File: config.mk
export PLATFORM = sky130hd
export DESIGN_NAME = mmm_mac_move
export DESIGN_NICKNAME = d
export VERILOG_FILES = /design/src/hw/mmm_pkg.sv /design/src/hw/mmm_mac_move.sv
export SDC_FILE = /design/constraint.sdc
export NUM_CORES = 1
export LEC_CHECK = 0
export BUFFER_PORTS_ARGS = -buffer_cell sky130_fd_sc_hd__buf_2
export CAP_MARGIN = 5
export CORE_ASPECT_RATIO = 1.5
export CORE_MARGIN = 1
export CORE_UTILIZATION = 50
export DETAILED_ROUTE_END_ITERATION = 7
export MAX_ROUTING_LAYER = met4
export PLACE_DENSITY = 0.66
export SETUP_SLACK_MARGIN = 0.15
export SYNTH_ARGS = -nofsm -noshare
export SYNTH_HDL_FRONTEND = slang
export SYNTH_SLANG_ARGS = --single-unit
File: constraint.sdc
create_clock -name pclk -period 39.2 [get_ports pclk]
set_input_delay 7.84 -clock pclk [delete_from_list [all_inputs] [get_ports pclk]]
set_output_delay 7.84 -clock pclk [all_outputs]
set_load 0.01 [all_outputs]
File: src/hw/mmm_pkg.sv
/*
  Package of the mixed unsigned-by-signed multiply-accumulate-and-move datapath:
  register offsets, field positions, reset values, opcodes and carrier types.
  Assumes a 32-bit APB register bus and a 16-word dual-port data memory.
*/
package mmm_pkg;

  localparam int unsigned MMM_ACC_W = 40;
  localparam int unsigned MMM_MEM_AW = 4;

  // register byte offsets
  localparam logic [11:0] MMM_OFF_CTRL = 12'h000;
  localparam logic [11:0] MMM_OFF_INSTR = 12'h004;
  localparam logic [11:0] MMM_OFF_OPREG = 12'h008;
  localparam logic [11:0] MMM_OFF_INDEX = 12'h00C;
  localparam logic [11:0] MMM_OFF_ACC_LO = 12'h010;
  localparam logic [11:0] MMM_OFF_ACC_HI = 12'h014;
  localparam logic [11:0] MMM_OFF_FLAGS = 12'h018;
  localparam logic [11:0] MMM_OFF_IRQ_STAT = 12'h01C;
  localparam logic [11:0] MMM_OFF_IRQ_MASK = 12'h020;
  localparam logic [11:0] MMM_OFF_MEM_ADDR = 12'h024;
  localparam logic [11:0] MMM_OFF_MEM_DATA = 12'h028;

  // instruction word fields, first byte in the top lane
  localparam int unsigned MMM_POS_BYTE0 = 24;
  localparam int unsigned MMM_POS_BYTE2 = 8;
  localparam int unsigned MMM_POS_QQQ = 0;
  localparam logic [7:0] MMM_BYTE0 = 8'h93;
  localparam logic [7:0] MMM_OPC_PLAIN = 8'h98;
  localparam logic [7:0] MMM_OPC_ROUND = 8'h99;
  localparam logic [7:0] MMM_OPC_SUB = 8'hA8;

  // index pointer update codes
  localparam logic [2:0] MMM_IDX_KEEP = 3'h0;
  localparam logic [2:0] MMM_IDX_INC = 3'h1;
  localparam logic [2:0] MMM_IDX_DEC = 3'h2;

  localparam logic [39:0] MMM_ROUND_CONST = 40'h00_0000_8000;
  localparam logic [39:0] MMM_SAT_POS = 40'h00_7FFF_FFFF;
  localparam logic [39:0] MMM_SAT_NEG = 40'hFF_8000_0000;

  // irq bit positions
  localparam int unsigned MMM_IRQ_DONE = 0;
  localparam int unsigned MMM_IRQ_OVF = 1;
  localparam int unsigned MMM_IRQ_SAT = 2;
  localparam int unsigned MMM_IRQ_BAD = 3;
  localparam int unsigned MMM_IRQ_W = 4;

  localparam logic [39:0] MMM_RST_ACC = 40'h00_0000_0000;
  localparam logic MMM_RST_SAT_EN = 1'b0;

  typedef enum logic [1:0] {
    MMM_OP_PLAIN = 2'b00,
    MMM_OP_ROUND = 2'b01,
    MMM_OP_SUB = 2'b10,
    MMM_OP_NONE = 2'b11
  } mmm_op_t;

  // flag word layout, bit 0 is negative
  typedef struct packed {
    logic overflow_flag;
    logic saturated_flag;
    logic extension_used_flag;
    logic sticky_overflow_flag;
    logic carry_flag;
    logic zero_flag;
    logic negative_flag;
  } mmm_flags_t;

  localparam mmm_flags_t MMM_RST_FLAGS = 7'h00;

endpackage

File: src/hw/mmm_mac_move.sv
/*
  Mixed unsigned-by-signed multiply-accumulate-and-move datapath with APB
  registers, its own 16-word dual-port data memory and one interrupt line.
  Assumes pclk is the core clock and that software writes one instruction
  word per operation into the instruction register.
*/
// Functional notes
// RULE1: first operand unsigned 16 bits, second signed 16 bits, multiplied.
// RULE2: signed 32-bit product sign-extended to 40 bits before accumulating.
// RULE3: plain variant adds extended product into the 40-bit accumulator.
// RULE4: rounding variant rounds the accumulator-plus-product sum before writeback.
// RULE5: rounding adds constant 00_0000_8000 to the 40-bit sum.
// RULE6: subtracting variant subtracts extended product from accumulator.
// RULE7: word at index pointer copied to second memory location alongside arithmetic.
// RULE8: copy destination follows the index pointer update code.
// RULE9: copy happens in the same instruction, no extra software sequence.
// RULE10: overflow flag set when result exceeds 40 bits, else cleared.
// RULE11: saturated flag set when accumulator saturated, else unchanged.
// RULE12: extension flag set when result uses extension bits, else cleared.
// RULE13: sticky overflow flag set on overflow, else kept.
// RULE14: carry flag set on carry (borrow for subtract), else cleared.
// RULE15: zero flag set when result equals zero, else cleared.
// RULE16: negative flag copies result most significant bit.
// RULE17: third instruction byte 99 decodes the rounding variant.
// RULE18: third instruction byte 98 decodes the plain accumulate variant.
// RULE19: with saturation enabled, overflow clamps to signed 32-bit extreme.
`timescale 1ns/1ps
`default_nettype none

module mmm_mac_move
  import mmm_pkg::*;
(
  input wire logic pclk,
  input wire logic presetn,
  input wire logic ce,
  input wire logic psel,
  input wire logic penable,
  input wire logic pwrite,
  input wire logic [11:0] paddr,
  input wire logic [31:0] pwdata,
  input wire logic [3:0] pstrb,
  output logic [31:0] prdata,
  output logic pready,
  output logic pslverr,
  output logic irq
);

  logic [15:0] dual_port_memory [2**MMM_MEM_AW];
  logic [MMM_ACC_W-1:0] accumulator_40b;
  logic [15:0] indirect_word_register;
  logic [MMM_MEM_AW-1:0] index_pointer;
  logic [MMM_MEM_AW-1:0] mem_addr;
  logic sat_en;
  mmm_flags_t flags;
  logic [MMM_IRQ_W-1:0] irq_stat;
  logic [MMM_IRQ_W-1:0] irq_mask;

  logic acc_phase;
  logic wr_en;
  logic rd_en;
  logic mapped;
  logic exec;
  mmm_op_t op;
  logic [2:0] idx_code;
  logic [MMM_MEM_AW-1:0] next_index;
  logic [15:0] op1;
  logic signed [32:0] prod_wide;
  logic [31:0] product;
  logic [39:0] ext_prod;
  logic [39:0] addend;
  logic [40:0] sum_u;
  logic [40:0] sum_s;
  logic [39:0] raw_res;
  logic ovf;
  logic ext_used;
  logic do_sat;
  logic [39:0] final_res;
  logic [MMM_IRQ_W-1:0] irq_events;
  logic [31:0] next_rdata;

  ////////////////////////////////////////////////////////////////////////////
  // bus decode

  // one wait state: pready rises in the second access cycle
  assign acc_phase = psel && penable && !pready;
  // writes commit on the completing edge; reads load prdata one edge before it
  assign wr_en = psel && penable && pready && pwrite;
  assign rd_en = acc_phase && !pwrite;

  always_comb
  begin
    unique case (paddr)
      MMM_OFF_CTRL, MMM_OFF_INSTR, MMM_OFF_OPREG, MMM_OFF_INDEX,
      MMM_OFF_ACC_LO, MMM_OFF_ACC_HI, MMM_OFF_FLAGS, MMM_OFF_IRQ_STAT,
      MMM_OFF_IRQ_MASK, MMM_OFF_MEM_ADDR, MMM_OFF_MEM_DATA: mapped = 1'b1;
      default: mapped = 1'b0;
    endcase
  end

  assign exec = wr_en && (paddr == MMM_OFF_INSTR) && (&pstrb);

  ////////////////////////////////////////////////////////////////////////////
  // instruction decode

  always_comb
  begin
    op = MMM_OP_NONE;
    if (pwdata[MMM_POS_BYTE0 +: 8] == MMM_BYTE0)
    begin
      unique case (pwdata[MMM_POS_BYTE2 +: 8])
        MMM_OPC_ROUND: op = MMM_OP_ROUND; // see RULE17
        MMM_OPC_PLAIN: op = MMM_OP_PLAIN; // see RULE18
        MMM_OPC_SUB: op = MMM_OP_SUB;
        default: op = MMM_OP_NONE;
      endcase
    end
  end

  assign idx_code = pwdata[MMM_POS_QQQ +: 3];

  // destination of the copy is the pointer after its update
  always_comb
  begin
    unique case (idx_code)
      MMM_IDX_INC: next_index = index_pointer + 4'h1; // see RULE8
      MMM_IDX_DEC: next_index = index_pointer - 4'h1; // see RULE8
      default: next_index = index_pointer;
    endcase
  end

  ////////////////////////////////////////////////////////////////////////////
  // arithmetic

  assign op1 = dual_port_memory[index_pointer];
  // zero-extend op1 into a signed operand so the product is mixed-sign
  assign prod_wide = $signed({1'b0, op1}) * $signed(indirect_word_register); // see RULE1
  assign product = prod_wide[31:0];
  assign ext_prod = {{8{product[31]}}, product}; // see RULE2

  always_comb
  begin
    addend = (op == MMM_OP_SUB) ? ~ext_prod : ext_prod; // see RULE6
    sum_u = {1'b0, accumulator_40b} + {1'b0, addend}; // see RULE3
    sum_s = {accumulator_40b[39], accumulator_40b} + {addend[39], addend};
    if (op == MMM_OP_SUB)
    begin
      sum_u = sum_u + 41'h000_0000_0001;
      sum_s = sum_s + 41'h000_0000_0001;
    end
    if (op == MMM_OP_ROUND)
    begin
      sum_u = sum_u + {1'b0, MMM_ROUND_CONST}; // see RULE4, RULE5
      sum_s = sum_s + {MMM_ROUND_CONST[39], MMM_ROUND_CONST}; // see RULE5
    end
  end

  // carry from the unsigned adder, overflow and true sign from the signed one
  assign raw_res = sum_s[39:0];
  assign ovf = sum_s[40] ^ sum_s[39]; // see RULE10
  assign ext_used = !((&raw_res[39:31]) || !(|raw_res[39:31])); // see RULE12
  // clamp on any value outside the 32-bit range, true sign from bit 40
  assign do_sat = sat_en && (ovf || ext_used); // see RULE19
  assign final_res = do_sat ? (sum_s[40] ? MMM_SAT_NEG : MMM_SAT_POS) : raw_res; // see RULE19

  ////////////////////////////////////////////////////////////////////////////
  // accumulator and flags

  always_ff @(posedge pclk or negedge presetn)
  begin
    if (!presetn)
      accumulator_40b <= MMM_RST_ACC;
    else if (ce)
    begin
      if (exec && op != MMM_OP_NONE)
        accumulator_40b <= final_res; // see RULE3, RULE4, RULE6
      else if (wr_en && paddr == MMM_OFF_ACC_LO)
        accumulator_40b[31:0] <= pwdata;
      else if (wr_en && paddr == MMM_OFF_ACC_HI)
        accumulator_40b[39:32] <= pwdata[7:0];
    end
  end

  always_ff @(posedge pclk or negedge presetn)
  begin
    if (!presetn)
      flags <= MMM_RST_FLAGS;
    else if (ce && exec && op != MMM_OP_NONE)
    begin
      flags.overflow_flag <= ovf; // see RULE10
      if (do_sat)
        flags.saturated_flag <= 1'b1; // see RULE11
      flags.extension_used_flag <= ext_used; // see RULE12
      if (ovf)
        flags.sticky_overflow_flag <= 1'b1; // see RULE13
      // subtract reports a borrow, the inverse of the adder carry
      flags.carry_flag <= (op == MMM_OP_SUB) ? !sum_u[40] : sum_u[40]; // see RULE14
      flags.zero_flag <= (final_res == 40'h00_0000_0000); // see RULE15
      flags.negative_flag <= final_res[39]; // see RULE16
    end
    else if (ce && wr_en && paddr == MMM_OFF_FLAGS)
    begin
      // software may only clear the two sticky flags
      if (pwdata[5])
        flags.saturated_flag <= 1'b0;
      if (pwdata[3])
        flags.sticky_overflow_flag <= 1'b0;
    end
  end

  ////////////////////////////////////////////////////////////////////////////
  // pointer, operand register, control

  always_ff @(posedge pclk or negedge presetn)
  begin
    if (!presetn)
      index_pointer <= '0;
    else if (ce)
    begin
      if (exec && op != MMM_OP_NONE)
        index_pointer <= next_index;
      else if (wr_en && paddr == MMM_OFF_INDEX)
        index_pointer <= pwdata[MMM_MEM_AW-1:0];
    end
  end

  always_ff @(posedge pclk or negedge presetn)
  begin
    if (!presetn)
      indirect_word_register <= 16'h0000;
    else if (ce && wr_en && paddr == MMM_OFF_OPREG)
      indirect_word_register <= pwdata[15:0];
  end

  always_ff @(posedge pclk or negedge presetn)
  begin
    if (!presetn)
      sat_en <= MMM_RST_SAT_EN;
    else if (ce && wr_en && paddr == MMM_OFF_CTRL)
      sat_en <= pwdata[0];
  end

  always_ff @(posedge pclk or negedge presetn)
  begin
    if (!presetn)
      mem_addr <= '0;
    else if (ce && wr_en && paddr == MMM_OFF_MEM_ADDR)
      mem_addr <= pwdata[MMM_MEM_AW-1:0];
  end

  always_ff @(posedge pclk or negedge presetn)
  begin
    if (!presetn)
      irq_mask <= '0;
    else if (ce && wr_en && paddr == MMM_OFF_IRQ_MASK)
      irq_mask <= pwdata[MMM_IRQ_W-1:0];
  end

  ////////////////////////////////////////////////////////////////////////////
  // data memory; the move uses the single write port, ahead of software writes

  // no reset: software loads the words before the first instruction
  always_ff @(posedge pclk)
  begin
    if (ce)
    begin
      // op1 is read before this edge, so a keep code rewrites the same word
      if (exec && op != MMM_OP_NONE)
        dual_port_memory[next_index] <= op1; // see RULE7, RULE9
      else if (wr_en && paddr == MMM_OFF_MEM_DATA)
        dual_port_memory[mem_addr] <= pwdata[15:0];
    end
  end

  ////////////////////////////////////////////////////////////////////////////
  // interrupts

  always_comb
  begin
    irq_events = '0;
    irq_events[MMM_IRQ_DONE] = exec && (op != MMM_OP_NONE);
    irq_events[MMM_IRQ_OVF] = exec && (op != MMM_OP_NONE) && ovf;
    irq_events[MMM_IRQ_SAT] = exec && (op != MMM_OP_NONE) && do_sat;
    irq_events[MMM_IRQ_BAD] = exec && (op == MMM_OP_NONE);
  end

  // set wins over a simultaneous write-one-to-clear
  for (genvar g = 0; g < MMM_IRQ_W; g++)
  begin : g_irq_stat
    always_ff @(posedge pclk or negedge presetn)
    begin
      if (!presetn)
        irq_stat[g] <= 1'b0;
      else if (ce)
      begin
        if (irq_events[g])
          irq_stat[g] <= 1'b1;
        else if (wr_en && paddr == MMM_OFF_IRQ_STAT && pwdata[g])
          irq_stat[g] <= 1'b0;
      end
    end
  end

  always_ff @(posedge pclk or negedge presetn)
  begin
    if (!presetn)
      irq <= 1'b0;
    else if (ce)
      irq <= |(irq_stat & irq_mask);
  end

  ////////////////////////////////////////////////////////////////////////////
  // read data and handshake

  always_comb
  begin
    next_rdata = 32'h0000_0000;
    unique case (paddr)
      MMM_OFF_CTRL: next_rdata[0] = sat_en;
      MMM_OFF_OPREG: next_rdata[15:0] = indirect_word_register;
      MMM_OFF_INDEX: next_rdata[MMM_MEM_AW-1:0] = index_pointer;
      MMM_OFF_ACC_LO: next_rdata = accumulator_40b[31:0];
      MMM_OFF_ACC_HI: next_rdata[7:0] = accumulator_40b[39:32];
      MMM_OFF_FLAGS: next_rdata[6:0] = flags;
      MMM_OFF_IRQ_STAT: next_rdata[MMM_IRQ_W-1:0] = irq_stat;
      MMM_OFF_IRQ_MASK: next_rdata[MMM_IRQ_W-1:0] = irq_mask;
      MMM_OFF_MEM_ADDR: next_rdata[MMM_MEM_AW-1:0] = mem_addr;
      MMM_OFF_MEM_DATA: next_rdata[15:0] = dual_port_memory[mem_addr];
      default: next_rdata = 32'h0000_0000;
    endcase
  end

  always_ff @(posedge pclk or negedge presetn)
  begin
    if (!presetn)
    begin
      pready <= 1'b0;
      pslverr <= 1'b0;
    end
    else if (ce)
    begin
      pready <= acc_phase;
      pslverr <= acc_phase && !mapped;
    end
  end

  // read data holds between reads, so a slow master may take it late
  always_ff @(posedge pclk or negedge presetn)
  begin
    if (!presetn)
      prdata <= 32'h0000_0000;
    else if (ce && rd_en)
      prdata <= next_rdata;
  end

endmodule

`default_nettype wire

Yosys cells after proc, flatten, opt, wreduce, memory -nomap -nowiden. Memory sizes are Yosys's and may differ from the RTL's. Cells that the tools add are included.

Register bits after elaboration: 115. Latch bits: 0. RAM bits: 256. Bits in read-only memories: 0. Bits of input ports: 54. Output and inout port bits: 35. Word-level logic and storage cells: 174. Memories kept: 1.

Memory list: dual_port_memory (words 16, bits a word 16, rd ports 2, clocked after memory_dff 0, wr ports 1, line mmm_mac_move.sv:48) `logic [15:0] dual_port_memory [2**MMM_MEM_AW];`.

$add $sub $neg: 8. Multiply operators: 1. Divide/modulo/power cells: 0. $lt $le $gt $ge: 0. Equality and inequality tests: 23. Shifts and indexed selects: 0. Mux-type cells: 50. Bitwise gates (word level): 3. Reduce and logical (&&, ||, !) cells: 66.

Operators with widths (count): $mux W41 (4); $mux W40 (4); $add A40 B40 Y41 (2); $add A41 B1 Y41 const B (2); $add A41 B16 Y41 const B (2); $eq A12 B5 Y1 const B (4); $logic_not A40 Y1 (1); $not A40 Y40 (1); $eq A12 B6 Y1 const B (3); $eq A8 B8 Y1 const B (4); $mul A17 B16 Y32 (1); $mux W16 (2); $mux W32 (1); $logic_and A1 B1 Y1 (31); $pmux W3 S9 (1); $mux W1 (26); $eq A12 B4 Y1 const B (2); $pmux W8 S3 (1); $reduce_bool A2 Y1 (10); $mux W8 (2); $reduce_or A16 Y1 (1); $pmux W3 S5 (1); $eq A12 B3 Y1 const B (1); $logic_not A12 Y1 (1); other kinds (24) (43).

Depth between registers and ports, before layout.
Depth in word-level cells: 19. Depth in mapped cells: 51. Gate-level depth less buffers: 45.

Worst setup path after synthesis. Ideal clock, no wire load.

Path type: input to register. Start: in pwdata[14]. End: reg accumulator_40b[0]. Library setup time: 132 ps. Data arrival time: 14871 ps. Data required time: 39068 ps. Setup slack: 24197 ps. Stages: 32. Buffers on the path: 7. Path through: nor4b_1 nand4_1 nor2_1 clkbuf_1 clkbuf_1 xnor2_1 xnor2_1 ha_1 buf_4 and3_1 a2111oi_4 o31a_4 xnor2_2 nor4b_4 and4_1 buf_2 nand3_1 xnor2_1 ha_1 nand2_1 nor2_1 and4_1 o21ai_2 or2_0 buf_2 o211a_1 a211o_1 or4_1 buf_2 buf_2 a211oi_1 o21ai_1.

Longest elaborated chain between the ends: 18. Elaborated cells on any way between the ends: 28. Classes of those cells: add/sub: 3; eq/ne: 6; mux: 8; bitwise: 1; reduce/logical: 10.

Ends and longest elaborated chain: from (decl) (line mmm_mac_move.sv:40) `input wire logic [31:0] pwdata,`; $eq A8 B8 Y1 (line mmm_mac_move.sv:110) `unique case (pwdata[MMM_POS_BYTE2 +: 8])`; $pmux W2 S3 * (line mmm_mac_move.sv:110); $mux W2 * (line mmm_mac_move.sv:108) `if (pwdata[MMM_POS_BYTE0 +: 8] == MMM_BYTE0)`; $eq A2 B2 Y1 (line mmm_mac_move.sv:142, mmm_mac_move.sv:145); $mux W40 (line mmm_mac_move.sv:142) `addend = (op == MMM_OP_SUB) ? ~ext_prod : ext_prod;`; $add A40 B40 Y41 (line mmm_mac_move.sv:144) `sum_s = {accumulator_40b[39], accumulator_40b} + {addend[39], addend};`; $add A41 B1 Y41 (line mmm_mac_move.sv:148) `sum_s = sum_s + 41'h000_0000_0001;`; $mux W41 (line mmm_mac_move.sv:145) `if (op == MMM_OP_SUB)`; [2 not listed]; $reduce_or A9 Y1 (line mmm_mac_move.sv:160) `assign ext_used = !((&raw_res[39:31]) || !(|raw_res[39:31]));`; $logic_not A1 Y1 (line mmm_mac_move.sv:160); $logic_or A1 B1 Y1 (line mmm_mac_move.sv:160); $logic_not A1 Y1 (line mmm_mac_move.sv:160); $logic_or A1 B1 Y1 (line mmm_mac_move.sv:162) `assign do_sat = sat_en && (ovf || ext_used);`; $logic_and A1 B1 Y1 (line mmm_mac_move.sv:162); $mux W40 (line mmm_mac_move.sv:163) `assign final_res = do_sat ? (sum_s[40] ? MMM_SAT_NEG : MMM_SAT_POS) : raw_res;`; $mux W40 (line mmm_mac_move.sv:174) `if (exec && op != MMM_OP_NONE)`; to (signal assigned) (line mmm_mac_move.sv:175) `accumulator_40b <= final_res;`; to (signal assigned) (line mmm_mac_move.sv:177) `accumulator_40b[31:0] <= pwdata;`; to (decl) (line mmm_mac_move.sv:49) `logic [MMM_ACC_W-1:0] accumulator_40b;`.

Every way passes the cells marked *; elsewhere a longest branch is shown, timed or not. A chain may end at the register's enable or synchronous reset.

Final worst setup path.
Start: in pwdata[11]. End: reg accumulator_40b[29].

Same word-level chain as after synthesis.

==> flow_summary.ini <==
[timing]
relSlewSlack = 0.215
drv_slew = 0
rsz0062_at_grt = no
final.period_utilization = 0.428
worst_pin_slew_ns = 1.18
setup_tns_ns = 0
hold_violations = 0
skew_ns = 0.0230
whs_ns = 0.459
fmax_mhz = 59.6
finalSetupViolations = 0
fin_crit_ns = 16.79

[yosys]
syn_area_um2 = 32000
avgSynthCellArea_um2 = 10.7
synth_ff_type = edfxtp_1
synth_nets = 3411
ys_types = 106
async_flop_share = 0.310
yosysSeqAreaShare = 0.330
yosys_register_bits = 371
netlist_instances = 3000
ys_warn_count = 0
synth_edf_count = 256

[placed_design]
portBuffers = 88
dp_hpwl_mm = 80.3
gp_congestion = 1.01

[finish]
drive_gt1_frac = 0.155
final_util = 0.545
area_growth_pct = 7.83
layout_commonest_cell = nand2_1
finalNetCount = 3425
layout_common_cells = 376 x nand2_1, 296 x inv_1, 256 x edfxtp_1, 196 x fa_1, 161 x ha_1

[power_and_ir_drop]
vdd_drop_max_mv = 0.0426
finalPower_uw = 813
powerDensity_nw_per_um2 = 23.5
leakage_uw = 0.0129

[floorplan]
start_util = 0.505
die_h_um = 312
coreArea_um2 = 63300
core.rowCount = 113
io_pins = 89
dieArea_um2 = 65000
fp.dieW_um = 209

[route]
ant_nets = 0
dr_total_vias = 24500
via_per_inst = 6.36
first_pass_iters = 8
wire_per_inst_um = 27.3
drt-initial-drc-count = 2021
drc = 3
routed_wl_mm = 105

[worst_setup_path]
reg2reg_slack_ns = 23.43
critPathCapture = accumulator_40b[29]
slowest_stage = and2_1
timing.rr.start = index_pointer[0]
startpoint = pwdata[11]
cpLargestDelayFamily = simple AND/OR/NAND/NOR gates
arrival_ns = 17.25
endpoint_kind = flip-flop
cp.depth = 25
worstSetupPathType = input port to flip-flop
path_max_fanout = 25
cpPeakStageDelay_ns = 1.01
critPathBufInv = 3
worstReg2RegEnd = accumulator_40b[29]
cp.required_ns = 39.66
crit_path_start_kind = input port
reg2reg_depth = 43

[clock_network]
ctsHoldBuffers = 0
cts-resized-gates = 0
numCtsBuffers = 39
htreeDepth = 2
clkTransAtPathRegs_ns = 0.06
numClockSinks = 371
insertion_delay_ns = 0.59
cts_tree = done
cts-root-buf = clkbuf_16
cts_setup_buffers = 0
cts_max_path_buffers = 3

[job]
drv_cap = 0

[status]
failed_checks = design-rule violations
outcome = finished, violations left

[global_route]
antenna_found_initial = 1
grt.total_usage = 0.337
grt_start_max_net_pins = 69
grt_pass1_vias = 25700
grt-ovfl-total = 0
grt_first_pass_wirelength_mm = 158

[min_path]
hold_depth = 2
hold_class = flip-flop to flip-flop
==> cells by family after synthesis <==
family | share of synthesized area
xor+xnor | 0.0423
fa+ha+maj | 0.186
compound gates | 0.105
simple gates | 0.157
flops | 0.330
mux | 0.125
buf+inv | 0.0558
==> synth_stat cells, drive strengths merged, types with 26 or more instances <==
| library cell | n | area (um2) |
|---|---|---|
| a21oi | 96 | 480 |
| xor2 | 26 | 243 |
| inv | 296 | 1110 |
| nor2 | 154 | 581 |
| edfxtp | 256 | 7690 |
| fa | 196 | 3920 |
| nand2 | 376 | 1410 |
| mux4 | 160 | 3600 |
| and2 | 140 | 876 |
| buf | 54 | 264 |
| ha | 161 | 2010 |
| a211oi | 34 | 300 |
| o21ai | 100 | 516 |
| xnor2 | 123 | 1110 |
| nor3 | 49 | 260 |
| clkbuf | 108 | 407 |
| nand4 | 32 | 219 |
| dfrtp | 115 | 2880 |
| nand3 | 90 | 450 |
==> routing by layer <==
layer	part of all wire	wire, um	vias to the layer above	GRT usage
met5	0	0	-	-
met4	0.076	8010	0	0.222
met3	0.064	6700	350	0.0484
met2	0.52	55000	1060	0.592
met1	0.34	35300	12300	0.350
li1	-	-	10800	-
==> per-stage QoR <==
| step | std cells | cell area (um2) | setup slack [ns] |
|---|---|---|---|
| 6_report | 3851 | 34500 | 22.41 |
| 5_1_grt | 3850 | 34500 | 21.91 |
| 4_1_cts | 3849 | 34500 | 22.63 |
| 3_3_place_gp | 3778 | 33200 | 22.19 |
| 3_5_place_dp | 3778 | 33200 | 22.05 |
| 2_1_floorplan | 3000 | 32000 | 24.20 |
==> flip-flops by register name, summed over array words and instances, names as in the netlist <==
register and count:
irq_stat 4, flags 7, prdata 32, irq 1, mem_addr 4, sat_en 1, accumulator_40b 40, pready 1
index_pointer 4, dual_port_memory 256, pslverr 1, indirect_word_register 16, irq_mask 4
==> worst min path at each step <==
stage / end / startpoint
3_3_place_gp: prdata[31] / prdata[31]
2_1_floorplan: flags[6] / flags[6]
5_1_grt: prdata[25] / prdata[25]
4_1_cts: prdata[31] / prdata[31]
3_5_place_dp: prdata[31] / prdata[31]
6_report: prdata[31] / prdata[31]
==> report_power, final <==
| group | leakage, uW | total (uW) | switching, uW | internal [uW] |
|---|---|---|---|---|
| Sequential | 0.00302 | 416 | 0.638 | 416 |
| Clock | 0.000625 | 381 | 168 | 213 |
| Combinational | 0.00921 | 15.6 | 11.2 | 4.36 |
| Total | 0.0129 | 813 | 180 | 632 |
==> final cells by class <==
class	count	area [um2]
diodes	2	5.00
inverters	297	1110
fillers	5456	28800
well taps	805	1010
repair buffers	135	796
clock buffers	48	1040
clock inverters	23	259
flip-flops and latches	371	10600
multi-input cells	2170	19700
==> worst register-to-register path: cells and delay by family, from the launching register on <==
kind / cells / cell delay (ns)
AND/OR/NAND/NOR: 6 / 2.38
AO/OA/AOI/OAI: 20 / 5.77
flip-flops: 1 / 0.76
buffers and inverters: 5 / 0.99
XOR/XNOR: 2 / 0.98
multiplexers: 2 / 1.33
adder cells (fa/ha/maj): 8 / 3.45
Note: power is estimated with default switching activity, not from simulation.
